$ cat config.mk
export PLATFORM = sky130hd
export DESIGN_NAME = gpib_poll_reset_send_ops
export DESIGN_NICKNAME = d
export VERILOG_FILES = /design/src/pkg/gpib_ops_pkg.sv /design/src/verilog/seq_fifo.sv /design/src/verilog/bus_source_hs.sv /design/src/verilog/gpib_poll_reset_send_ops.sv
export VERILOG_INCLUDE_DIRS = /design/src /design/src/pkg
export SDC_FILE = /design/constraint.sdc
export NUM_CORES = 1
export LEC_CHECK = 0
export BUFFER_PORTS_ARGS = -buffer_cell sky130_fd_sc_hd__buf_2
export CORE_ASPECT_RATIO = 1.2
export CORE_MARGIN = 3
export CORE_UTILIZATION = 50
export CTS_CLUSTER_DIAMETER = 30
export DETAILED_ROUTE_END_ITERATION = 6
export PLACE_DENSITY_LB_ADDON = 0.05
export SYNTH_ARGS = -nofsm -noshare
export SYNTH_HDL_FRONTEND = slang
export SYNTH_SLANG_ARGS = --single-unit
$ cat constraint.sdc
create_clock -name clk_sys -period 3.23 [get_ports clk_sys]
set_input_delay 0.4845 -clock clk_sys [delete_from_list [all_inputs] [get_ports clk_sys]]
set_output_delay 0.4845 -clock clk_sys [all_outputs]
set_load 0.01 [all_outputs]
$ cat src/pkg/gpib_ops_defs.svh
// Constants for the instrument-bus poll, reset, resume and send block
`ifndef GPIB_OPS_DEFS_SVH
`define GPIB_OPS_DEFS_SVH
`define K_CMD 4'h0
`define K_UNT 4'h1
`define K_UNL 4'h2
`define K_MTA 4'h3
`define K_MLA 4'h4
`define K_TALK 4'h5
`define K_LISTEN 4'h6
`define K_DATA 4'h7
`define K_DATA_EOI 4'h8
`define UNT_BYTE 8'h5F
`define UNL_BYTE 8'h3F
`define TAG_BASE 8'h40
`define LAG_BASE 8'h20
`define ADDR_MAX 8'h1E
`define SEQ_MAX 9'h0FF
`define RSV_BIT 6
`define TRIGGER_DISARMED_DEFAULT 1'b0
`define INCREMENTING_BUFFER_DEFAULT 1'b1
`define CONFIG_DEFAULT 8'h00
`define CLK_MHZ 250
`define IFC_MIN_US 500
`define IFC_CYCLES (`IFC_MIN_US * `CLK_MHZ)
`define SETTLE_NS 500
`define SETTLE_CYC ((`SETTLE_NS * `CLK_MHZ + 999) / 1000)
`endif

$ cat src/pkg/gpib_ops_pkg.sv
// Types for the instrument-bus poll, reset, resume and send block
`default_nettype none
package gpib_ops_pkg;
  typedef enum logic [2:0] {
    HS_IDLE = 3'h0, HS_WAIT_RFD = 3'h1, HS_SETTLE = 3'h3, HS_WAIT_DAC = 3'h2, HS_RELEASE = 3'h6
  } hs_state_t;
  typedef enum logic [1:0] {MS_RUN = 2'h0, MS_FLUSH = 2'h1, MS_IFC = 2'h3} main_state_t;
endpackage : gpib_ops_pkg
`default_nettype wire

$ cat src/verilog/seq_fifo.sv
// Flip-flop FIFO with valid and ready on both sides
`timescale 1ns/1ps
`default_nettype none
module seq_fifo #(
  parameter int WIDTH = 12,
  parameter int DEPTH = 8
) (
  input wire logic clk_sys,
  input wire logic reset_n,
  input wire logic clear,
  input wire logic in_valid,
  output logic in_ready,
  input wire logic [WIDTH-1:0] in_data,
  output logic out_valid,
  input wire logic out_ready,
  output logic [WIDTH-1:0] out_data
);
  localparam int AW = $clog2(DEPTH);
  logic [WIDTH-1:0] mem_r [DEPTH];
  logic [AW-1:0] wr_ptr_r, rd_ptr_r;
  logic [AW:0] count_r;
  logic push, pop;
  assign in_ready = count_r != (AW+1)'(DEPTH);
  assign out_valid = count_r != '0;
  assign out_data = mem_r[rd_ptr_r];
  assign push = in_valid && in_ready;
  assign pop = out_valid && out_ready;
  always_ff @(posedge clk_sys) begin
    if (push) begin
      mem_r[wr_ptr_r] <= in_data;
    end
  end
  always_ff @(posedge clk_sys or negedge reset_n) begin
    if (!reset_n) begin
      wr_ptr_r <= '0;
      rd_ptr_r <= '0;
      count_r <= '0;
    end else if (clear) begin
      wr_ptr_r <= '0;
      rd_ptr_r <= '0;
      count_r <= '0;
    end else begin
      if (push) wr_ptr_r <= (wr_ptr_r == AW'(DEPTH - 1)) ? '0 : wr_ptr_r + 1'b1;
      if (pop) rd_ptr_r <= (rd_ptr_r == AW'(DEPTH - 1)) ? '0 : rd_ptr_r + 1'b1;
      count_r <= count_r + (AW+1)'(push) - (AW+1)'(pop);
    end
  end
endmodule : seq_fifo
`default_nettype wire

$ cat src/verilog/bus_source_hs.sv
// Source side of the three-wire byte handshake
`timescale 1ns/1ps
`default_nettype none
`include "gpib_ops_defs.svh"
module bus_source_hs #(
  parameter int SETTLE_CYCLES = `SETTLE_CYC
) (
  input wire logic clk_sys,
  input wire logic reset_n,
  input wire logic abort,
  // Byte request
  input wire logic tx_valid,
  output logic tx_ready,
  input wire logic [7:0] tx_byte,
  input wire logic tx_eoi,
  // Bus lines, asserted level is 1
  output logic [7:0] dio_out,
  output logic dio_oe,
  output logic dav_out,
  output logic eoi_out,
  input wire logic nrfd_in,
  input wire logic ndac_in
);
  gpib_ops_pkg::hs_state_t state_r;
  logic [7:0] settle_r;
  assign tx_ready = state_r == gpib_ops_pkg::HS_IDLE;
  always_ff @(posedge clk_sys or negedge reset_n) begin
    if (!reset_n) begin
      state_r <= gpib_ops_pkg::HS_IDLE;
      settle_r <= 8'h00;
      dio_out <= 8'h00;
      dio_oe <= 1'b0;
      dav_out <= 1'b0;
      eoi_out <= 1'b0;
    end else if (abort) begin
      state_r <= gpib_ops_pkg::HS_IDLE;
      dio_oe <= 1'b0;
      dav_out <= 1'b0;
      eoi_out <= 1'b0;
    end else begin
      case (state_r)
        gpib_ops_pkg::HS_IDLE: if (tx_valid) begin
          dio_out <= tx_byte;
          eoi_out <= tx_eoi;
          dio_oe <= 1'b1;
          state_r <= gpib_ops_pkg::HS_WAIT_RFD;
        end
        gpib_ops_pkg::HS_WAIT_RFD: if (!nrfd_in) begin
          settle_r <= 8'(SETTLE_CYCLES - 1);
          state_r <= gpib_ops_pkg::HS_SETTLE;
        end
        gpib_ops_pkg::HS_SETTLE: begin
          // Lines and ATN settle before DAV is trusted
          if (settle_r == 8'h00) begin
            dav_out <= 1'b1;
            state_r <= gpib_ops_pkg::HS_WAIT_DAC;
          end else begin
            settle_r <= settle_r - 8'h01;
          end
        end
        gpib_ops_pkg::HS_WAIT_DAC: if (!ndac_in) begin
          dav_out <= 1'b0;
          state_r <= gpib_ops_pkg::HS_RELEASE;
        end
        gpib_ops_pkg::HS_RELEASE: if (ndac_in) begin
          dio_oe <= 1'b0;
          eoi_out <= 1'b0;
          state_r <= gpib_ops_pkg::HS_IDLE;
        end
        default: state_r <= gpib_ops_pkg::HS_IDLE;
      endcase
    end
  end
endmodule : bus_source_hs
`default_nettype wire

$ cat src/verilog/gpib_poll_reset_send_ops.sv
// Poll response, warm reset, attention release and send sequencer
`timescale 1ns/1ps
`default_nettype none
`include "gpib_ops_defs.svh"
module gpib_poll_reset_send_ops #(
  parameter int IFC_CYCLES = `IFC_CYCLES,
  parameter int SETTLE_CYCLES = `SETTLE_CYC,
  parameter int FIFO_DEPTH = 8
) (
  // Clock and reset
  input wire logic clk_sys,
  input wire logic reset_n,
  // Roles and own address
  input wire logic controller_active,
  input wire logic system_controller,
  input wire logic [4:0] my_addr,
  // Serial poll response
  input wire logic set_poll_response_op,
  input wire logic [7:0] poll_byte_in,
  input wire logic poll_served,
  output logic [7:0] poll_resp_out,
  // Operating mode and warm reset
  input wire logic warm_reset_op,
  input wire logic mode_we,
  input wire logic [3:0] mode_in,
  input wire logic config_we,
  input wire logic [7:0] config_in,
  output logic running_out,
  output logic trigger_armed_out,
  output logic buf_increment_out,
  output logic dma_single_out,
  output logic [7:0] config_out,
  // Attention release
  input wire logic release_attention_op,
  // Send sequence entries
  input wire logic send_sequence_op,
  output logic seq_ready,
  input wire logic [3:0] seq_kind,
  input wire logic [7:0] seq_arg,
  input wire logic seq_last,
  output logic busy_out,
  // Error flags
  output logic err_not_cic_out,
  output logic err_arg_out,
  output logic err_len_out,
  // Bus lines, asserted level is 1
  output logic atn_out,
  output logic ifc_out,
  output logic srq_out,
  output logic [7:0] dio_out,
  output logic dio_oe,
  output logic dav_out,
  output logic eoi_out,
  input wire logic nrfd_in,
  input wire logic ndac_in
);
  // ==========================================================
  // Declarations
  gpib_ops_pkg::main_state_t state_r;
  logic [31:0] ifc_cnt_r;
  logic [8:0] seq_cnt_r;
  logic seq_over;
  logic seq_take;
  logic fifo_in_valid, fifo_in_ready;
  logic fifo_valid, fifo_out_ready;
  logic [11:0] fifo_data;
  logic [3:0] head_kind;
  logic [7:0] head_arg;
  logic head_cmd, head_bad, not_cic_hit, head_drop;
  logic [7:0] tx_byte;
  logic tx_eoi, tx_valid, tx_ready;
  logic run, pop_ok, send_go, flush;
  logic resume_ok, resume_bad;

  assign run = state_r == gpib_ops_pkg::MS_RUN;
  assign flush = state_r == gpib_ops_pkg::MS_FLUSH;

  // ==========================================================
  // Serial poll response
  // load byte in peripheral role
  always_ff @(posedge clk_sys or negedge reset_n) begin
    if (!reset_n) begin
      poll_resp_out <= 8'h00;
    end else if (set_poll_response_op && !controller_active) begin
      poll_resp_out <= poll_byte_in;
    end else if (poll_served) begin
      // poll served clears request, a fresh load wins
      poll_resp_out[`RSV_BIT] <= 1'b0;
    end
  end

  assign srq_out = poll_resp_out[`RSV_BIT] && !controller_active;

  // ==========================================================
  // Operating mode
  // defaults on warm reset
  always_ff @(posedge clk_sys or negedge reset_n) begin
    if (!reset_n) begin
      running_out <= 1'b0;
      trigger_armed_out <= `TRIGGER_DISARMED_DEFAULT;
      buf_increment_out <= `INCREMENTING_BUFFER_DEFAULT;
      dma_single_out <= 1'b1;
      config_out <= `CONFIG_DEFAULT;
    end else if (warm_reset_op) begin
      running_out <= 1'b0;
      trigger_armed_out <= `TRIGGER_DISARMED_DEFAULT;
      buf_increment_out <= `INCREMENTING_BUFFER_DEFAULT;
      dma_single_out <= 1'b1;
      config_out <= `CONFIG_DEFAULT;
    end else begin
      if (mode_we) begin
        running_out <= mode_in[0];
        trigger_armed_out <= mode_in[1];
        buf_increment_out <= !mode_in[2];
        dma_single_out <= !mode_in[3];
      end
      if (config_we) config_out <= config_in;
    end
  end

  // ==========================================================
  // Sequencer state and interface clear timer
  // Warm reset spends one cycle flushing the queue and aborting the byte in flight
  always_ff @(posedge clk_sys or negedge reset_n) begin
    if (!reset_n) begin
      state_r <= gpib_ops_pkg::MS_RUN;
      ifc_cnt_r <= 32'h0;
      ifc_out <= 1'b0;
    end else if (warm_reset_op) begin
      state_r <= gpib_ops_pkg::MS_FLUSH;
      ifc_out <= 1'b0;
    end else begin
      case (state_r)
        gpib_ops_pkg::MS_RUN: state_r <= gpib_ops_pkg::MS_RUN;
        gpib_ops_pkg::MS_FLUSH: begin
          if (system_controller) begin
            ifc_out <= 1'b1;
            ifc_cnt_r <= 32'(IFC_CYCLES - 1);
            state_r <= gpib_ops_pkg::MS_IFC;
          end else begin
            state_r <= gpib_ops_pkg::MS_RUN;
          end
        end
        gpib_ops_pkg::MS_IFC: begin
          if (ifc_cnt_r == 32'h0) begin
            ifc_out <= 1'b0;
            state_r <= gpib_ops_pkg::MS_RUN;
          end else begin
            ifc_cnt_r <= ifc_cnt_r - 32'h1;
          end
        end
        default: state_r <= gpib_ops_pkg::MS_RUN;
      endcase
    end
  end

  // ==========================================================
  // Entry intake and length limit
  // Overlong sequences are swallowed so the host never stalls on them
  assign seq_over = seq_cnt_r >= `SEQ_MAX;
  assign seq_ready = run && (seq_over || fifo_in_ready);
  assign seq_take = send_sequence_op && seq_ready;
  assign fifo_in_valid = send_sequence_op && run && !seq_over;

  always_ff @(posedge clk_sys or negedge reset_n) begin
    if (!reset_n) begin
      seq_cnt_r <= 9'h000;
    end else if (warm_reset_op) begin
      seq_cnt_r <= 9'h000;
    end else if (seq_take) begin
      seq_cnt_r <= seq_last ? 9'h000 : (seq_over ? seq_cnt_r : seq_cnt_r + 9'h001);
    end
  end

  seq_fifo #(
    .WIDTH(12),
    .DEPTH(FIFO_DEPTH)
  ) u_fifo (
    .clk_sys(clk_sys),
    .reset_n(reset_n),
    .clear(flush),
    .in_valid(fifo_in_valid),
    .in_ready(fifo_in_ready),
    .in_data({seq_kind, seq_arg}),
    .out_valid(fifo_valid),
    .out_ready(fifo_out_ready),
    .out_data(fifo_data)
  );

  // ==========================================================
  // Entry decode
  always_comb begin
    head_kind = fifo_data[11:8];
    head_arg = fifo_data[7:0];
    tx_byte = head_arg;
    tx_eoi = 1'b0;
    head_cmd = 1'b1;
    head_bad = 1'b0;
    case (head_kind)
      `K_CMD: tx_byte = head_arg;
      `K_UNT: tx_byte = `UNT_BYTE;
      `K_UNL: tx_byte = `UNL_BYTE;
      `K_MTA: tx_byte = `TAG_BASE | {3'h0, my_addr};
      `K_MLA: tx_byte = `LAG_BASE | {3'h0, my_addr};
      `K_TALK: begin
        tx_byte = `TAG_BASE | {3'h0, head_arg[4:0]};
        head_bad = head_arg > `ADDR_MAX;
      end
      `K_LISTEN: begin
        tx_byte = `LAG_BASE | {3'h0, head_arg[4:0]};
        head_bad = head_arg > `ADDR_MAX;
      end
      `K_DATA: head_cmd = 1'b0;
      `K_DATA_EOI: begin
        head_cmd = 1'b0;
        tx_eoi = 1'b1;
      end
      default: head_bad = 1'b1;
    endcase
  end

  // Command bytes need the controller role; data may go from any role
  assign not_cic_hit = head_cmd && !controller_active && !head_bad;
  assign head_drop = head_bad || not_cic_hit;
  assign tx_valid = run && fifo_valid && !head_drop;
  assign fifo_out_ready = run && (head_drop || tx_ready);
  assign pop_ok = fifo_valid && fifo_out_ready;
  assign send_go = tx_valid && tx_ready;
  assign busy_out = fifo_valid || !tx_ready;

  // ==========================================================
  // Attention line
  assign resume_ok = release_attention_op && controller_active;
  assign resume_bad = release_attention_op && !controller_active;
  // ATN follows an entry as the handshake leaves idle, where settle time covers it; warm reset clears it in any state, resume unless an entry starts that cycle
  always_ff @(posedge clk_sys or negedge reset_n) begin
    if (!reset_n) begin
      atn_out <= 1'b0;
    end else if (warm_reset_op) begin
      atn_out <= 1'b0;
    end else if (send_go) begin
      atn_out <= head_cmd;
    end else if (resume_ok) begin
      atn_out <= 1'b0;
    end
  end

  // ==========================================================
  // Error flags, a new error beats the clear
  // errors
  always_ff @(posedge clk_sys or negedge reset_n) begin
    if (!reset_n) begin
      err_not_cic_out <= 1'b0;
      err_arg_out <= 1'b0;
      err_len_out <= 1'b0;
    end else begin
      err_not_cic_out <= (err_not_cic_out && !warm_reset_op) || resume_bad
        || (pop_ok && not_cic_hit);
      err_arg_out <= (err_arg_out && !warm_reset_op) || (pop_ok && head_bad);
      err_len_out <= (err_len_out && !warm_reset_op) || (seq_take && seq_over);
    end
  end

  // ==========================================================
  // Byte handshake
  bus_source_hs #(
    .SETTLE_CYCLES(SETTLE_CYCLES)
  ) u_hs (
    .clk_sys(clk_sys),
    .reset_n(reset_n),
    .abort(flush),
    .tx_valid(tx_valid),
    .tx_ready(tx_ready),
    .tx_byte(tx_byte),
    .tx_eoi(tx_eoi),
    .dio_out(dio_out),
    .dio_oe(dio_oe),
    .dav_out(dav_out),
    .eoi_out(eoi_out),
    .nrfd_in(nrfd_in),
    .ndac_in(ndac_in)
  );

  // ==========================================================
  // Checks
  logic [31:0] ifc_hi_r;
  always_ff @(posedge clk_sys or negedge reset_n) begin
    if (!reset_n) ifc_hi_r <= 32'h0;
    else ifc_hi_r <= ifc_out ? ifc_hi_r + 32'h1 : 32'h0;
  end
endmodule : gpib_poll_reset_send_ops
`default_nettype wire

Word-level counts from Yosys, hierarchy flattened

Memory sizes are Yosys's and may differ from the RTL's.
Index checks and enable logic that the tools add are counted.

Add/subtract/negate cells: 7
Multiply operators: 0
Div/mod/pow operators: 0
Magnitude comparators: 2
Equal/unequal tests: 29
Shift-type cells: 0
Mux-type cells: 64
Bitwise logic cells: 2
Reduce and logical (&&, ||, !) cells: 67

Operator list:

| cell                    | number |
|---|---|
| $mux W32                | 2 |
| $pmux W32 S2            | 1 |
| $pmux W8 S6             | 1 |
| $mux W3                 | 12 |
| $mux W9                 | 4 |
| $logic_not A32 Y1       | 1 |
| $mux W8                 | 4 |
| $sub A32 B1 Y32 const B | 1 |
| $mux W1                 | 28 |
| $logic_and A1 B1 Y1     | 22 |
| $ne A3 B3 Y1 const B    | 6 |
| $eq A4 B3 Y1 const B    | 4 |
| $pmux W8 S2             | 1 |
| $reduce_bool A2 Y1      | 8 |
| $pmux W3 S5             | 1 |
| $reduce_and A3 Y1       | 4 |
| $reduce_bool A3 Y1      | 4 |
| $pmux W1 S2             | 5 |
| $add A9 B1 Y9 const B   | 1 |
| $eq A3 B3 Y1 const B    | 3 |
| $ge A9 B8 Y1 const B    | 1 |
| $eq A4 B2 Y1 const B    | 2 |
| $gt A8 B5 Y1 const B    | 1 |
| $logic_not A1 Y1        | 8 |
| other kinds (28)        | 46 |

Register bits: 100
Latch bits: 0
Memory bits (writable): 96
ROM bits: 0
Memories: 1

Memory list:

| name         | words | width | rd ports | clocked after memory_dff | write ports | RTL line       | text |
|---|---|---|---|---|---|---|---|
| u_fifo.mem_r | 8     | 12    | 1        | 0                        | 1           | seq_fifo.sv:19 | `logic [WIDTH-1:0] mem_r [DEPTH];` |

Logic depth before layout (Yosys ltp)

Gate-level depths: netlist of run 1.
An unclocked memory read counts as a cell.

Word-level depth: 12
Depth in mapped cells: 16
Depth with buffers taken out: 14

Cells and area by module

A second synthesis of run 1 with hierarchy kept.

Cell total of the unflattened synthesis: 723
Area total of the unflattened synthesis: 9,322.7 µm²

Modules (own cells, without submodules):

| module                   | instances | cells an instance | area an instance (µm²) | seq. area each (µm²) |
|---|---|---|---|---|
| seq_fifo                 | 1         | 213               | 4,396.7                | 3,133.0 |
| gpib_poll_reset_send_ops | 1         | 410               | 3,832.4                | 1,704.1 |
| bus_source_hs            | 1         | 100               | 1,093.5                | 550.5 |

Worst setup path before layout of run 1

Ideal clock, no wire load.

Path kind: register to register
From: register u_fifo.rd_ptr_r[0]
To: register u_fifo.count_r[2]
Setup time: 131 ps
Data arrival time: 3,377 ps
Required time: 3,099 ps
Slack: -278 ps
Cell stages (with the launch flop): 16
Clock period less this slack: 3,508 ps
Cells stage by stage: dfrtp_1 > buf_6 > mux4_2 > mux2_2 > or2_1 > buf_6 > a21oi_2 > a211oi_2 > o31ai_4 > inv_1 > ha_1 > inv_1 > ha_1 > fa_1 > xnor2_1 > nor2_1

Word-level cells in the longest chain between the ends: 12
Elaborated cells between the ends (all ways): 25
Those cells by class: 1 x add/sub; 1 x order compare; 8 x eq/ne; 3 x mux; 11 x reduce/logical; 1 x memory

RTL lines:

| element                                              | RTL line                        | text |
|---|---|---|
| start, declared                                      | seq_fifo.sv:20                  | `logic [AW-1:0] wr_ptr_r, rd_ptr_r;` |
| start signal, assigned                               | seq_fifo.sv:44                  | `if (pop) rd_ptr_r <= (rd_ptr_r == AW'(DEPTH - 1)) ? '0 : rd_ptr_r + 1'b1;` |
| $mem_v2 Z8 W12 *                                     | n/a                             |  |
| branches (longest 5 deep; another with $gt A8 B5 Y1) | n/a                             |  |
| $logic_or A1 B1 Y1 *                                 | gpib_poll_reset_send_ops.sv:224 | `assign head_drop = head_bad \|\| not_cic_hit;` |
| $logic_or A1 B1 Y1 *                                 | gpib_poll_reset_send_ops.sv:226 | `assign fifo_out_ready = run && (head_drop \|\| tx_ready);` |
| $logic_and A1 B1 Y1 *                                | gpib_poll_reset_send_ops.sv:226 |  |
| $logic_and A1 B1 Y1 *                                | seq_fifo.sv:27                  | `assign pop = out_valid && out_ready;` |
| $sub A4 B1 Y4 *                                      | seq_fifo.sv:45                  | `count_r <= count_r + (AW+1)'(push) - (AW+1)'(pop);` |
| $mux W4 *                                            | seq_fifo.sv:38                  | `end else if (clear) begin` |
| end signal, assigned                                 | seq_fifo.sv:45                  |  |
| end, declared                                        | seq_fifo.sv:21                  | `logic [AW:0] count_r;` |

Mark *: on every way between the ends.
A chain may end at the register's enable or synchronous reset.

Worst setup path after layout of run 1

From: register u_fifo.rd_ptr_r[0]
To: register u_fifo.count_r[1]

Same word-level chain as after synthesis.

==> report_table.html, run 1 <==
<table>
<tr><th>Metric</th><th>Value</th></tr>
<tr><th colspan="2">STA</th></tr>
<tr><td>Worst rel slew slack</td><td>0.288</td></tr>
<tr><td>Final critical-path required period</td><td>around 3.3 ns</td></tr>
<tr><td>Skew final</td><td>0.0147 ns</td></tr>
<tr><td>Unrepaired setup endpoints after global routing</td><td>true</td></tr>
<tr><td>Period utilisation layout</td><td>1.03</td></tr>
<tr><td>Number of failing hold endpoints at the final stage</td><td>0</td></tr>
<tr><td>Slew at the pin closest to its max-slew limit</td><td>~1.1 ns</td></tr>
<tr><td>Count of endpoints failing setup in the final report</td><td>3</td></tr>
<tr><td>Final TNS setup</td><td>-0.223 ns</td></tr>
<tr><td>Post-layout worst setup margin</td><td>-0.104 ns</td></tr>
<tr><td>Achievable frequency</td><td>approximately 300 MHz</td></tr>
<tr><td>Number of pins exceeding their max-slew limit in the final report</td><td>0</td></tr>
<tr><th colspan="2">Flow run</th></tr>
<tr><td>Number of max-cap violations</td><td>0</td></tr>
<tr><th colspan="2">Yosys</th></tr>
<tr><td>Commonest cells post-synth</td><td>dfrtp_1, edfxtp_1, nor2_1</td></tr>
<tr><td>Most frequently used flop master after synthesis</td><td>dfrtp_1</td></tr>
<tr><td>Synth warnings</td><td>0</td></tr>
<tr><td>Dominant cell by count in the synthesized netlist</td><td>dfrtp_1</td></tr>
<tr><td>Seq/Total Area, Yosys</td><td>0.608</td></tr>
<tr><td>Fraction of registers with async set or reset after synthesis</td><td>0.510</td></tr>
<tr><td>Number of library cell types mapped by synthesis</td><td>65</td></tr>
<tr><td>Number of instances in the synthesized netlist</td><td>between 600 and 700</td></tr>
<tr><td>Top area cells in the synthesized netlist</td><td>edfxtp_1, dfrtp_1, mux4_2, mux2i_1, nor2_1</td></tr>
<tr><td>Synthesized Nets</td><td>~750</td></tr>
<tr><td>Number of enable flip-flop cells after synthesis</td><td>96</td></tr>
<tr><td>Avg Synthesized Cell Area</td><td>12.9 um^2</td></tr>
<tr><td>Cell taking the most area after synthesis</td><td>edfxtp_1</td></tr>
<tr><td>Synth top area share</td><td>0.325</td></tr>
<tr><td>Number of synthesized register bits</td><td>between 150 and 200</td></tr>
<tr><td>Post-synthesis instance area</td><td>about 8900 um^2</td></tr>
<tr><th colspan="2">Placed design</th></tr>
<tr><td>HPWL after detailed placement</td><td>around 13000 um</td></tr>
<tr><td>Number of input and output port buffers inserted</td><td>between 80 and 90</td></tr>
<tr><td>Count of placed standard cells including taps</td><td>around 1k</td></tr>
<tr><td>DP Worst Slack</td><td>-0.218 ns</td></tr>
<tr><td>Placer congestion estimate</td><td>between 0.8 and 0.9</td></tr>
<tr><th colspan="2">Power and ir drop</th></tr>
<tr><td>Share of total power in combinational logic</td><td>0.253</td></tr>
<tr><td>Relative contribution of the clock network to total power</td><td>0.310</td></tr>
<tr><td>Power dissipated by switching net loads</td><td>about 1.8 mW</td></tr>
<tr><td>Switching part of the total power</td><td>0.278</td></tr>
<tr><td>Internal power</td><td>4.74 mW</td></tr>
<tr><td>Leak Pwr</td><td>about 4.4 nW</td></tr>
<tr><td>Highest ir drop seen on vdd</td><td>around 0.45 mV</td></tr>
<tr><td>Total power divided by cell area</td><td>between 600 and 700 nW/um^2</td></tr>
<tr><td>Share of total power in sequential cells</td><td>0.437</td></tr>
<tr><th colspan="2">Clock network</th></tr>
<tr><td>Number of H-tree levels</td><td>4</td></tr>
<tr><td>Max Root-Sink Buffers</td><td>2</td></tr>
<tr><td>Clock Root Buffer</td><td>clkbuf_16</td></tr>
<tr><td>Cts-stage hold buffer count</td><td>0</td></tr>
<tr><td>Clock Pin Slew Worst Setup and Hold Paths</td><td>around 0.07 ns</td></tr>
<tr><td>Clock buffers created by TritonCTS</td><td>17</td></tr>
<tr><td>Sink count of the clock tree</td><td>196</td></tr>
<tr><td>Clock insertion delay at the later pin of the skew report</td><td>~0.43 ns</td></tr>
<tr><td>TritonCTS clock tree</td><td>yes</td></tr>
<tr><th colspan="2">Floorplanning</th></tr>
<tr><td>Die boundary width</td><td>roughly 130 um</td></tr>
<tr><td>Initial core utilization</td><td>0.518</td></tr>
<tr><td>Die area</td><td>19400 um^2</td></tr>
<tr><td>Core area</td><td>17100 um^2</td></tr>
<tr><td>Site Rows</td><td>52</td></tr>
<tr><td>Ports</td><td>90</td></tr>
<tr><td>Die boundary height</td><td>approximately 150 um</td></tr>
<tr><th colspan="2">GRT</th></tr>
<tr><td>Antenna violations before repair</td><td>0</td></tr>
<tr><td>Global-route wire length before repair</td><td>between 30000 and 40000 um</td></tr>
<tr><td>Total congestion overflow</td><td>0</td></tr>
<tr><td>GRT Resource Usage Total</td><td>0.196</td></tr>
<tr><td>Pin count of the biggest net entering global routing</td><td>84</td></tr>
<tr><td>Vias in the first global route</td><td>around 6.0k</td></tr>
<tr><th colspan="2">Critical path</th></tr>
<tr><td>Worst Setup Path Type</td><td>register to register</td></tr>
<tr><td>Biggest fanout along the worst timing path</td><td>8</td></tr>
<tr><td>Total buffers and inverters traversed by the critical path</td><td>6</td></tr>
<tr><td>Sort of element at the start of the critical path</td><td>register</td></tr>
<tr><td>CP endpoint kind</td><td>register</td></tr>
<tr><td>Crit path max-delay family</td><td>adder cells</td></tr>
<tr><td>Cell chain of the critical path</td><td>buf_12 -&gt; bufbuf_16 -&gt; buf_4 -&gt; mux2i_2 -&gt; a22oi_2 -&gt; and3_4 -&gt; buf_6 -&gt; a21oi_4 -&gt; a211oi_4 -&gt; o31ai_4 -&gt; inv_2 -&gt; ha_4 -&gt; inv_2 -&gt; ha_4 -&gt; fa_2 -&gt; and2_1</td></tr>
<tr><td>Worst path max stage delay</td><td>between 0.5 and 0.6 ns</td></tr>
<tr><td>Data required, critical path</td><td>3.59 ns</td></tr>
<tr><td>Master of the slowest instance on the critical path</td><td>fa_2</td></tr>
<tr><td>CP Data Arrival Time</td><td>about 3.7 ns</td></tr>
<tr><th colspan="2">Drt</th></tr>
<tr><td>Via count of the routed design</td><td>approximately 5.8k</td></tr>
<tr><td>Post-route antenna net violation count</td><td>0</td></tr>
<tr><td>Vias per cell</td><td>between 5 and 6</td></tr>
<tr><td>DRC violation total after the first TritonRoute iteration</td><td>around 340</td></tr>
<tr><td>Detailed-route DRC error count</td><td>0</td></tr>
<tr><td>Routed length per instance</td><td>between 15 and 20 um</td></tr>
<tr><td>Routed Wire Length</td><td>approximately 19000 um</td></tr>
<tr><td>Iteration count of the initial detailed-routing pass</td><td>5</td></tr>
<tr><th colspan="2">Cells and area</th></tr>
<tr><td>Area growth, synth to finish</td><td>21.5%</td></tr>
<tr><td>Fraction of layout instances using a drive strength above 1</td><td>0.304</td></tr>
<tr><td>Non-filler cells in the finished layout</td><td>roughly 1.1k</td></tr>
<tr><td>Number of inserted diodes</td><td>0</td></tr>
<tr><td>Area taken by flip-flops and latches</td><td>~5400 um^2</td></tr>
<tr><td>Fill cells</td><td>about 1.3k</td></tr>
<tr><td>Area of combinational cells with multiple inputs</td><td>approximately 3400 um^2</td></tr>
<tr><td>Net total in the final layout</td><td>about 910</td></tr>
<tr><th colspan="2">Outcome</th></tr>
<tr><td>Status</td><td>finished with violations</td></tr>
<tr><td>Failing checks</td><td>negative setup slack</td></tr>
<tr><th colspan="2">Hold path</th></tr>
<tr><td>HP Class</td><td>input port to async pin</td></tr>
</table>
## stage by stage
step | hold slack [ns] | area (um^2) | power, mW | util
final | 0.249 | 10800 | 6.58 | 0.630
after global routing | 0.262 | 10800 | 6.90 | 0.630
after CTS | 0.252 | 10700 | 6.58 | 0.625
after detailed placement | 0.481 | 9970 | 4.39 | 0.583
after global placement | 0.473 | 9970 | 4.34 | 0.583
after floorplan | 0.189 | 8900 | 3.81 | -
## worst paths after layout
path                               startpoint  slack (ns)                end  cells past startpoint
max                        u_fifo.rd_ptr_r[0]       -0.10  u_fifo.count_r[1]                     16
min                                   reset_n        0.25      ifc_cnt_r[16]                      1
max reg2reg                u_fifo.rd_ptr_r[0]       -0.10  u_fifo.count_r[1]                     16
min reg2reg                       err_len_out        0.49        err_len_out                      1
max in group asynchronous             reset_n        2.11      config_out[5]                      2
min in group clk_sys          poll_byte_in[6]        0.27   poll_resp_out[6]                      3
## layout by cell type, fill, tap and decap left out, types with 4 or more instances in the layout
cell and n:
xnor2_1 18, nand2_1 58, dfrtp_1 98, a22oi_1 4, ha_1 12, a21o_1 4
nor2b_1 10, nor4_1 4, buf_4 60, buf_2 88, a2bb2oi_1 5, nand3b_1 6
xor2_1 16, or4_1 9, o31ai_1 4, nand2b_1 12, mux2i_2 5, inv_6 4
inv_1 21, o21ai_0 25, a21oi_1 17, mux4_2 22, mux2_4 8, mux2i_1 24
or3_1 4, mux2_2 7, nor2_1 74, nor3_1 13, clkbuf_16 17, nand3_1 14
edfxtp_1 96, and3_1 7, and2_1 6, o21ai_1 4, buf_12 4
## sequential cells by signal, summed over array words and instances (netlist names), 2 cells and up
| name | count |
|---|---|
| u_fifo.count_r | 4 |
| poll_resp_out | 8 |
| u_hs.settle_r | 8 |
| config_out | 8 |
| u_fifo.wr_ptr_r | 3 |
| u_fifo.mem_r | 96 |
| state_r | 2 |
| u_fifo.rd_ptr_r | 3 |
| ifc_cnt_r | 32 |
| u_hs.state_r | 3 |
| u_hs.dio_out | 8 |
| seq_cnt_r | 9 |
## worst reg2reg max path: cells and delay by family, from the launching register on
kind                     cells  cell delay [ns]
multiplexers                 1             0.20
AO/OA/AOI/OAI                4             0.60
buffers and inverters        6             0.80
AND/OR/NAND/NOR              2             0.33
flip-flops                   1             0.41
adder cells (fa/ha/maj)      3             0.92
## cells by family after synthesis
group,synth area share
adders and majority gates,0.0220
AOI/OAI and AO/OA,0.0642
xor gates and xnor gates,0.0336
and+or+nand+nor,0.139
DFF,0.608
buffers and inverters,0.0233
muxes,0.110
## power by group through the flow
stage | registers (mW) | clock network (mW) | logic [mW]
final | 2.87 | 2.04 | 1.66
after global routing | 2.89 | 2.19 | 1.82
after CTS | 2.87 | 2.09 | 1.62
after detailed placement | 2.92 | 0 | 1.46
after global placement | 2.92 | 0 | 1.42
after floorplan | 2.93 | 0 | 0.881
## layer usage
metal / vias up / track usage / part of all wire
met5: - / 0 / 0
met4: 0 / 0.0572 / 0.015
met3: 18 / 0.0320 / 0.039
met2: 108 / 0.339 / 0.53
met1: 2897 / 0.254 / 0.42
li1: 2805 / - / -
## final cells by class
class | count | share of cell area
tap | 216 | 0.0251
clock buffer | 17 | 0.0395
inverter | 25 | 0.00871
timing repair buffer | 157 | 0.0977
sequential | 196 | 0.500
clock inverter | 15 | 0.0135
multi-input combinational | 445 | 0.316
## repair_timing
action | in CTS | in global routing
pin swaps | 15 | 4
cloned | 1 | 0
buffers inserted | 7 | 7
resized for setup | 21 | 5
endpoints found under the setup margin | 3 | 9
No activity file was read; power rests on OpenSTA's default activity.
==> inputs of run 2 (changes only) <==
--- a/config.mk
+++ b/config.mk
@@ -6,12 +6,12 @@
 export SDC_FILE = /design/constraint.sdc
 export NUM_CORES = 1
 export LEC_CHECK = 0
-export BUFFER_PORTS_ARGS = -buffer_cell sky130_fd_sc_hd__buf_2
 export CORE_ASPECT_RATIO = 1.2
 export CORE_MARGIN = 3
 export CORE_UTILIZATION = 50
 export CTS_CLUSTER_DIAMETER = 30
 export DETAILED_ROUTE_END_ITERATION = 6
+export DONT_BUFFER_PORTS = 1
 export PLACE_DENSITY_LB_ADDON = 0.05
 export SYNTH_ARGS = -nofsm -noshare
 export SYNTH_HDL_FRONTEND = slang
==> run 2 against run 1 <==
The run still ends with negative setup slack left. Utilization fell by 3.5 points. Power fell by 4.0%. Die area did not move. Clock skew rose by 0.0020 ns. Combinational power fell by 20%. Flip-flop and latch count did not move. Register-to-register slack improved by 0.02 ns. Maximum frequency rose by 0.63%. Global-route usage fell by 0.26 points. Final area fell by 5.6%. Via count fell by 6.1%. Largest power group unchanged.
==> report_table.html, run 2 (synthesized netlist as in run 1, its figures left out) <==
<table>
<tr><th>Metric</th><th>Value</th></tr>
<tr><th colspan="2">STA</th></tr>
<tr><td>Number of failing hold endpoints at the final stage</td><td>0 (unchanged)</td></tr>
<tr><td>Achievable frequency</td><td>302 MHz (+0.63%)</td></tr>
<tr><td>Number of pins exceeding their max-slew limit in the final report</td><td>0 (unchanged)</td></tr>
<tr><td>Final TNS setup</td><td>-0.124 ns (+0.0995 ns)</td></tr>
<tr><td>Final critical-path required period</td><td>3.31 ns (-0.0208 ns)</td></tr>
<tr><td>Period utilisation layout</td><td>1.03 (-0.00642)</td></tr>
<tr><td>Post-layout worst setup margin</td><td>-0.0831 ns (+0.0208 ns)</td></tr>
<tr><td>Skew final</td><td>0.0166 ns (+0.00196 ns)</td></tr>
<tr><td>Count of endpoints failing setup in the final report</td><td>3 (unchanged)</td></tr>
<tr><td>Unrepaired setup endpoints after global routing</td><td>true</td></tr>
<tr><td>Slew at the pin closest to its max-slew limit</td><td>0.836 ns (-0.232 ns)</td></tr>
<tr><td>Worst rel slew slack</td><td>0.443 (+0.155)</td></tr>
<tr><td>Final hold slack</td><td>0.103 ns (-0.147 ns)</td></tr>
<tr><th colspan="2">Outcome</th></tr>
<tr><td>Failing checks</td><td>negative setup slack</td></tr>
<tr><td>Status</td><td>finished with violations</td></tr>
<tr><th colspan="2">Cells and area</th></tr>
<tr><td>Largest register FFs</td><td>96 (unchanged)</td></tr>
<tr><td>Net total in the final layout</td><td>804 (-11%)</td></tr>
<tr><td>Commonest cells after routing, fill and taps aside</td><td>dfrtp_1, edfxtp_1, nor2_1</td></tr>
<tr><td>Register containing the most flip-flops in the final layout</td><td>u_fifo.mem_r</td></tr>
<tr><td>Most frequent standard cell in the layout excluding fill and tap cells</td><td>dfrtp_1</td></tr>
<tr><td>Final non-filler cell area</td><td>10200 um^2 (-5.6%)</td></tr>
<tr><td>Number of inserted diodes</td><td>0 (unchanged)</td></tr>
<tr><td>Fraction of layout instances using a drive strength above 1</td><td>0.206 (-0.0977)</td></tr>
<tr><td>Non-filler cells in the finished layout</td><td>967 (-9.7%)</td></tr>
<tr><td>Area growth, synth to finish</td><td>14.7%</td></tr>
<tr><td>Largest registers</td><td>u_fifo.mem_r (96), ifc_cnt_r (32), seq_cnt_r (9)</td></tr>
<tr><th colspan="2">Power and ir drop</th></tr>
<tr><td>Total power divided by cell area</td><td>621 nW/um^2 (+1.7%)</td></tr>
<tr><td>Switching part of the total power</td><td>0.288 (+0.00922)</td></tr>
<tr><td>Share of total power in sequential cells</td><td>0.465 (+0.028)</td></tr>
<tr><td>Internal power</td><td>4.50 mW (-5.2%)</td></tr>
<tr><td>Power dissipated by switching net loads</td><td>1.82 mW (-0.80%)</td></tr>
<tr><td>Highest ir drop seen on vdd</td><td>0.429 mV (-3.6%)</td></tr>
<tr><td>Leak Pwr</td><td>3.95 nW (-10%)</td></tr>
<tr><td>Relative contribution of the clock network to total power</td><td>0.325 (+0.015)</td></tr>
<tr><td>Share of total power in combinational logic</td><td>0.210 (-0.043)</td></tr>
<tr><th colspan="2">Placed design</th></tr>
<tr><td>Count of placed standard cells including taps</td><td>928 (-9.4%)</td></tr>
<tr><td>HPWL after detailed placement</td><td>12500 um (-2.1%)</td></tr>
<tr><td>Number of input and output port buffers inserted</td><td>0 (-100%)</td></tr>
<tr><td>Instance area after placement</td><td>9460 um^2 (-5.1%)</td></tr>
<tr><td>Placer congestion estimate</td><td>0.849 (+2.6%)</td></tr>
<tr><td>DP Worst Slack</td><td>-0.214 ns (+0.00394 ns)</td></tr>
<tr><th colspan="2">Drt</th></tr>
<tr><td>Routed Wire Length</td><td>18000 um (-2.8%)</td></tr>
<tr><td>Post-route antenna net violation count</td><td>0 (unchanged)</td></tr>
<tr><td>Iteration count of the initial detailed-routing pass</td><td>5 (unchanged)</td></tr>
<tr><td>Routed length per instance</td><td>18.6 um (+7.7%)</td></tr>
<tr><td>Vias per cell</td><td>5.66 (+4.0%)</td></tr>
<tr><td>DRC violation total after the first TritonRoute iteration</td><td>291 (-13%)</td></tr>
<tr><td>Detailed-route DRC error count</td><td>0 (unchanged)</td></tr>
<tr><td>Via count of the routed design</td><td>5475 (-6.1%)</td></tr>
<tr><th colspan="2">Floorplanning</th></tr>
<tr><td>Core area</td><td>17100 um^2 (unchanged)</td></tr>
<tr><td>Die boundary width</td><td>128 um (unchanged)</td></tr>
<tr><td>Ports</td><td>90 (unchanged)</td></tr>
<tr><td>Die area</td><td>19400 um^2 (unchanged)</td></tr>
<tr><td>Site Rows</td><td>52 (unchanged)</td></tr>
<tr><td>Initial core utilization</td><td>0.518 (unchanged)</td></tr>
<tr><td>Die boundary height</td><td>152 um (unchanged)</td></tr>
<tr><th colspan="2">Clock network</th></tr>
<tr><td>Max Root-Sink Buffers</td><td>2 (unchanged)</td></tr>
<tr><td>Clock Root Buffer</td><td>clkbuf_16</td></tr>
<tr><td>Number of H-tree levels</td><td>4 (unchanged)</td></tr>
<tr><td>Clock insertion delay at the later pin of the skew report</td><td>0.44 ns (about the same)</td></tr>
<tr><td>Clock Pin Slew Worst Setup and Hold Paths</td><td>0.08 ns (about the same)</td></tr>
<tr><td>TritonCTS clock tree</td><td>yes</td></tr>
<tr><td>Sink count of the clock tree</td><td>196 (unchanged)</td></tr>
<tr><td>Clock buffers created by TritonCTS</td><td>17 (unchanged)</td></tr>
<tr><th colspan="2">GRT</th></tr>
<tr><td>Vias in the first global route</td><td>5684 (-5.0%)</td></tr>
<tr><td>Total congestion overflow</td><td>0 (unchanged)</td></tr>
<tr><td>Antenna violations before repair</td><td>0 (unchanged)</td></tr>
<tr><td>Global-route wire length before repair</td><td>29300 um (-3.4%)</td></tr>
<tr><td>GRT Resource Usage Total</td><td>0.193 (-0.00257)</td></tr>
<tr><td>Pin count of the biggest net entering global routing</td><td>101 (+20%)</td></tr>
<tr><th colspan="2">Critical path</th></tr>
<tr><td>Cell chain of the critical path</td><td>buf_12 -&gt; mux4_2 -&gt; mux2_4 -&gt; or2_4 -&gt; a21oi_4 -&gt; a211oi_4 -&gt; o31ai_4 -&gt; inv_2 -&gt; ha_4 -&gt; inv_2 -&gt; ha_4 -&gt; fa_2 -&gt; and2_1</td></tr>
<tr><td>Sort of element at the start of the critical path</td><td>register</td></tr>
<tr><td>CP Data Arrival Time</td><td>3.68 ns (-0.02 ns)</td></tr>
<tr><td>Worst path max stage delay</td><td>0.51 ns (about the same)</td></tr>
<tr><td>Crit path max-delay family</td><td>adder cells</td></tr>
<tr><td>Master of the slowest instance on the critical path</td><td>fa_2</td></tr>
<tr><td>Biggest fanout along the worst timing path</td><td>5 (-3)</td></tr>
<tr><td>CP endpoint kind</td><td>register</td></tr>
<tr><td>Data required, critical path</td><td>3.59 ns (about the same)</td></tr>
<tr><td>Total buffers and inverters traversed by the critical path</td><td>3 (-3)</td></tr>
<tr><td>Worst Setup Path Type</td><td>register to register</td></tr>
<tr><th colspan="2">Flow run</th></tr>
<tr><td>Number of max-cap violations</td><td>0 (unchanged)</td></tr>
<tr><th colspan="2">Hold path</th></tr>
<tr><td>HP Class</td><td>input port to register</td></tr>
</table>
-- run 2: final cells by class --
class / count / area (um^2)
fill: 1331 / 6940
sequential: 196 / 5390
multi-input combinational: 445 / 3380
timing repair buffer: 53 / 458
clock buffer: 17 / 425
tap: 216 / 270
clock inverter: 15 / 153
inverter: 25 / 96.3
-- run 2: power by group through the flow --
stage	Sequential (mW)	Combinational, mW	Clock (mW)
6_report	2.93	1.33	2.05
4_1_cts	2.94	1.30	2.10
2_1_floorplan	2.93	0.881	0
3_5_place_dp	2.99	1.22	0
3_3_place_gp	2.98	1.19	0
5_1_grt	2.96	1.45	2.20
-- run 2: worst reg2reg max path, stage by stage, from the launching register on --
cell	delay (ns)
dfrtp_1	0.39
buf_12	0.14
mux4_2	0.50
mux2_4	0.28
or2_4	0.29
a21oi_4	0.16
a211oi_4	0.07
o31ai_4	0.27
inv_2	0.07
ha_4	0.27
inv_2	0.04
ha_4	0.15
fa_2	0.51
and2_1	0.11
-- run 2: what timing repair did --
action,CTS,global route
setup buffers,3,2
hold endpoints to repair,100,0
cloned,0,0
gates resized for setup,7,12
hold buffers,2,0
endpoints found under the setup margin,3,3
pin swaps,7,6
-- run 2: metrics by stage --
stage,power (mW),utilization
2_1_floorplan,3.81,-
3_3_place_gp,4.17,0.553
3_5_place_dp,4.21,0.553
4_1_cts,6.34,0.591
5_1_grt,6.61,0.595
6_report,6.31,0.595
-- run 2: per-layer routing --
| metal | GRT usage | up-vias | share of wire |
|---|---|---|---|
| met5 | 0 | - | 0 |
| met4 | 0.0807 | 0 | 0.027 |
| met3 | 0.0502 | 24 | 0.053 |
| met2 | 0.316 | 120 | 0.50 |
| met1 | 0.244 | 2730 | 0.42 |
| li1 | - | 2601 | - |
-- run 2: path summary, 6_finish.rpt --
check | end | cells after the start | slack (ns) | startpoint
hold / removal | config_out[3] | 1 | 0.10 | warm_reset_op
setup / recovery | u_fifo.count_r[1] | 13 | -0.08 | u_fifo.rd_ptr_r[0]
max in group asynchronous | dma_single_out | 2 | 2.17 | reset_n
hold reg to reg | u_hs.settle_r[1] | 2 | 0.50 | u_hs.settle_r[1]
setup reg to reg | u_fifo.count_r[1] | 13 | -0.08 | u_fifo.rd_ptr_r[0]
min in group asynchronous | ifc_cnt_r[13] | 2 | 0.62 | reset_n
==> inputs of run 3 (changes only) <==
--- a/config.mk
+++ b/config.mk
@@ -13,6 +13,7 @@
 export DETAILED_ROUTE_END_ITERATION = 6
 export DONT_BUFFER_PORTS = 1
 export PLACE_DENSITY_LB_ADDON = 0.05
+export REMOVE_ABC_BUFFERS = 1
 export SYNTH_ARGS = -nofsm -noshare
 export SYNTH_HDL_FRONTEND = slang
 export SYNTH_SLANG_ARGS = --single-unit
==> run 3 against run 2 <==
The run still ends with negative setup slack left. Sequential share of layout area increased by 0.24 points. Register-to-register slack got worse by 0.02 ns. Combinational power about the same. Sequential power about the same. Maximum frequency decreased by 0.62%. Via count decreased by 0.80%. Final cell count decreased by 0.52%. Clock power increased by 2%. Die area unchanged. Critical endpoint unchanged. Largest power group unchanged.
==> report_table.html, run 3 (synthesized netlist as in run 1, its figures left out) <==
<table>
<tr><th>Metric</th><th>Value</th></tr>
<tr><th colspan="2">Critical path</th></tr>
<tr><td>CP Data Arrival Time</td><td>3.68 ns (about the same)</td></tr>
<tr><td>Worst Setup Path Type</td><td>register to register</td></tr>
<tr><td>Sort of element at the start of the critical path</td><td>register</td></tr>
<tr><td>CP endpoint kind</td><td>register</td></tr>
<tr><td>Biggest fanout along the worst timing path</td><td>8 (+3)</td></tr>
<tr><td>Data required, critical path</td><td>3.58 ns (about the same)</td></tr>
<tr><th colspan="2">GRT</th></tr>
<tr><td>Antenna violations before repair</td><td>0 (unchanged)</td></tr>
<tr><td>Global-route wire length before repair</td><td>29200 um (-0.22%)</td></tr>
<tr><td>Pin count of the biggest net entering global routing</td><td>101 (unchanged)</td></tr>
<tr><td>GRT Resource Usage Total</td><td>0.191 (-0.00240)</td></tr>
<tr><td>Vias in the first global route</td><td>5630 (-0.95%)</td></tr>
<tr><td>Total congestion overflow</td><td>0 (unchanged)</td></tr>
<tr><th colspan="2">STA</th></tr>
<tr><td>Slew at the pin closest to its max-slew limit</td><td>0.794 ns (-0.0415 ns)</td></tr>
<tr><td>Number of pins exceeding their max-slew limit in the final report</td><td>0 (unchanged)</td></tr>
<tr><td>Post-layout worst setup margin</td><td>-0.104 ns (-0.0208 ns)</td></tr>
<tr><td>Period utilisation layout</td><td>1.03 (+0.00645)</td></tr>
<tr><td>Unrepaired setup endpoints after global routing</td><td>true</td></tr>
<tr><td>Final hold slack</td><td>0.121 ns (+0.0183 ns)</td></tr>
<tr><td>Achievable frequency</td><td>300 MHz (-0.62%)</td></tr>
<tr><td>Worst rel slew slack</td><td>0.470 (+0.0277)</td></tr>
<tr><td>Skew final</td><td>0.00985 ns (-0.00678 ns)</td></tr>
<tr><td>Final critical-path required period</td><td>3.33 ns (+0.0208 ns)</td></tr>
<tr><td>Number of failing hold endpoints at the final stage</td><td>0 (unchanged)</td></tr>
<tr><td>Count of endpoints failing setup in the final report</td><td>3 (unchanged)</td></tr>
<tr><th colspan="2">Clock network</th></tr>
<tr><td>Number of H-tree levels</td><td>4 (unchanged)</td></tr>
<tr><td>Clock Pin Slew Worst Setup and Hold Paths</td><td>0.07 ns (about the same)</td></tr>
<tr><td>TritonCTS clock tree</td><td>yes</td></tr>
<tr><td>Clock Root Buffer</td><td>clkbuf_16</td></tr>
<tr><td>Sink count of the clock tree</td><td>196 (unchanged)</td></tr>
<tr><td>Clock buffers created by TritonCTS</td><td>17 (unchanged)</td></tr>
<tr><td>Clock insertion delay at the later pin of the skew report</td><td>0.42 ns (-0.02 ns)</td></tr>
<tr><td>Max Root-Sink Buffers</td><td>2 (unchanged)</td></tr>
<tr><th colspan="2">Hold path</th></tr>
<tr><td>HP Class</td><td>input port to register</td></tr>
<tr><th colspan="2">Floorplanning</th></tr>
<tr><td>Die boundary width</td><td>128 um (unchanged)</td></tr>
<tr><td>Core area</td><td>17100 um^2 (unchanged)</td></tr>
<tr><td>Die area</td><td>19400 um^2 (unchanged)</td></tr>
<tr><td>Die boundary height</td><td>152 um (unchanged)</td></tr>
<tr><td>Site Rows</td><td>52 (unchanged)</td></tr>
<tr><td>Ports</td><td>90 (unchanged)</td></tr>
<tr><td>Initial core utilization</td><td>0.518 (unchanged)</td></tr>
<tr><th colspan="2">Placed design</th></tr>
<tr><td>HPWL after detailed placement</td><td>12400 um (-1.2%)</td></tr>
<tr><td>DP Worst Slack</td><td>-0.244 ns (-0.0301 ns)</td></tr>
<tr><td>Placer congestion estimate</td><td>0.808 (-4.8%)</td></tr>
<tr><td>Number of input and output port buffers inserted</td><td>0 (unchanged)</td></tr>
<tr><td>Instance area after placement</td><td>9400 um^2 (-0.61%)</td></tr>
<tr><th colspan="2">Cells and area</th></tr>
<tr><td>Final core utilization</td><td>0.592 (-0.00270)</td></tr>
<tr><td>Largest registers</td><td>u_fifo.mem_r (96), ifc_cnt_r (32), seq_cnt_r (9)</td></tr>
<tr><td>Number of inserted diodes</td><td>0 (unchanged)</td></tr>
<tr><td>Largest register FFs</td><td>96 (unchanged)</td></tr>
<tr><td>Fill cells</td><td>1339 (+0.60%)</td></tr>
<tr><td>Final non-filler cell area</td><td>10100 um^2 (-0.46%)</td></tr>
<tr><td>Most frequent standard cell in the layout excluding fill and tap cells</td><td>dfrtp_1</td></tr>
<tr><td>Area taken by flip-flops and latches</td><td>5390 um^2 (unchanged)</td></tr>
<tr><td>Area of combinational cells with multiple inputs</td><td>3360 um^2 (-0.55%)</td></tr>
<tr><td>Register containing the most flip-flops in the final layout</td><td>u_fifo.mem_r</td></tr>
<tr><td>Net total in the final layout</td><td>801 (-0.37%)</td></tr>
<tr><td>Fraction of layout instances using a drive strength above 1</td><td>0.190 (-0.0160)</td></tr>
<tr><td>Area growth, synth to finish</td><td>14.2%</td></tr>
<tr><td>Commonest cells after routing, fill and taps aside</td><td>dfrtp_1, edfxtp_1, nor2_1</td></tr>
<tr><th colspan="2">Outcome</th></tr>
<tr><td>Failing checks</td><td>negative setup slack</td></tr>
<tr><td>Status</td><td>finished with violations</td></tr>
<tr><th colspan="2">Drt</th></tr>
<tr><td>Routed length per instance</td><td>18.4 um (-1.0%)</td></tr>
<tr><td>Iteration count of the initial detailed-routing pass</td><td>4 (-1)</td></tr>
<tr><td>Post-route antenna net violation count</td><td>0 (unchanged)</td></tr>
<tr><td>DRC violation total after the first TritonRoute iteration</td><td>338 (+16%)</td></tr>
<tr><td>Routed Wire Length</td><td>17700 um (-1.5%)</td></tr>
<tr><td>Detailed-route DRC error count</td><td>0 (unchanged)</td></tr>
<tr><td>Vias per cell</td><td>5.65 (-0.29%)</td></tr>
<tr><td>Via count of the routed design</td><td>5431 (-0.80%)</td></tr>
<tr><th colspan="2">Power and ir drop</th></tr>
<tr><td>Highest ir drop seen on vdd</td><td>0.387 mV (-9.8%)</td></tr>
<tr><td>Leak Pwr</td><td>3.91 nW (-0.98%)</td></tr>
<tr><td>Total power divided by cell area</td><td>624 nW/um^2 (+0.58%)</td></tr>
<tr><th colspan="2">Flow run</th></tr>
<tr><td>Number of max-cap violations</td><td>0 (unchanged)</td></tr>
</table>
==> run 3: cell count changes in the layout (fill, tap and decap cells not counted), sizes merged <==
cell,delta
clkinvlp,+3
inv,-9
buf,-3
bufinv,+3
clkbuf,+1
==> run 3: routing by layer <==
metal	up-vias	global-route usage	routed length [um]
li1	2580	-	-
met1	2717	0.237	7380
met2	119	0.337	9360
met3	15	0.0397	786
met4	0	0.0511	200
met5	-	0	0
==> run 3: final cells by class <==
type / instances / share of cell area
Clock buffer: 18 / 0.0424
Clock inverter: 12 / 0.0153
Multi-Input combinational cell: 445 / 0.332
Tap cell: 216 / 0.0267
Inverter: 25 / 0.00927
Sequential cell: 196 / 0.532
Timing Repair Buffer: 50 / 0.0421
==> run 3: timing repair <==
| action | CTS | global route |
|---|---|---|
| pin swaps | 11 | 0 |
| hold buffers | 1 | 1 |
| setup endpoints to repair | 3 | 3 |
| gates resized for setup | 20 | 0 |
| buffers inserted | 2 | 1 |
| endpoints found under the hold margin | 100 | 4 |
==> run 3: worst paths after layout <==
check / start / endpoint / slack (ns) / cells past startpoint
max: u_fifo.rd_ptr_r[0] / u_fifo.count_r[1] / -0.10 / 13
min: warm_reset_op / config_out[2] / 0.12 / 1
max reg2reg: u_fifo.rd_ptr_r[0] / u_fifo.count_r[1] / -0.10 / 13
min reg2reg: seq_cnt_r[1] / seq_cnt_r[1] / 0.51 / 2
max in group asynchronous: reset_n / u_hs.dio_out[7] / 2.17 / 2
min in group asynchronous: reset_n / ifc_cnt_r[7] / 0.60 / 2
==> run 3: critical path, cell delays in order (launching register included) <==
cell	delay (ns)
dfrtp_1	0.39
buf_12	0.15
mux4_2	0.50
mux2_4	0.28
or2_4	0.30
a21oi_4	0.16
a211oi_4	0.07
o31ai_4	0.26
inv_2	0.07
ha_4	0.26
inv_2	0.04
ha_4	0.15
fa_2	0.50
and2_1	0.11
==> run 3: where the power goes <==
part / internal [mW] / switching, mW
clock: 1.21 / 0.889
combinational: 0.672 / 0.623
sequential: 2.77 / 0.156
==> run 3: metrics by stage <==
| step | cells | total power [mW] | setup TNS (ns) |
|---|---|---|---|
| detailed placement | 927 | 4.16 | -0.678 |
| floorplan | 666 | 3.73 | -9.57 |
| global placement | 927 | 4.12 | -0.437 |
| global route | 962 | 6.61 | -0.612 |
| CTS | 960 | 6.38 | -0.118 |
| finish | 962 | 6.32 | -0.189 |
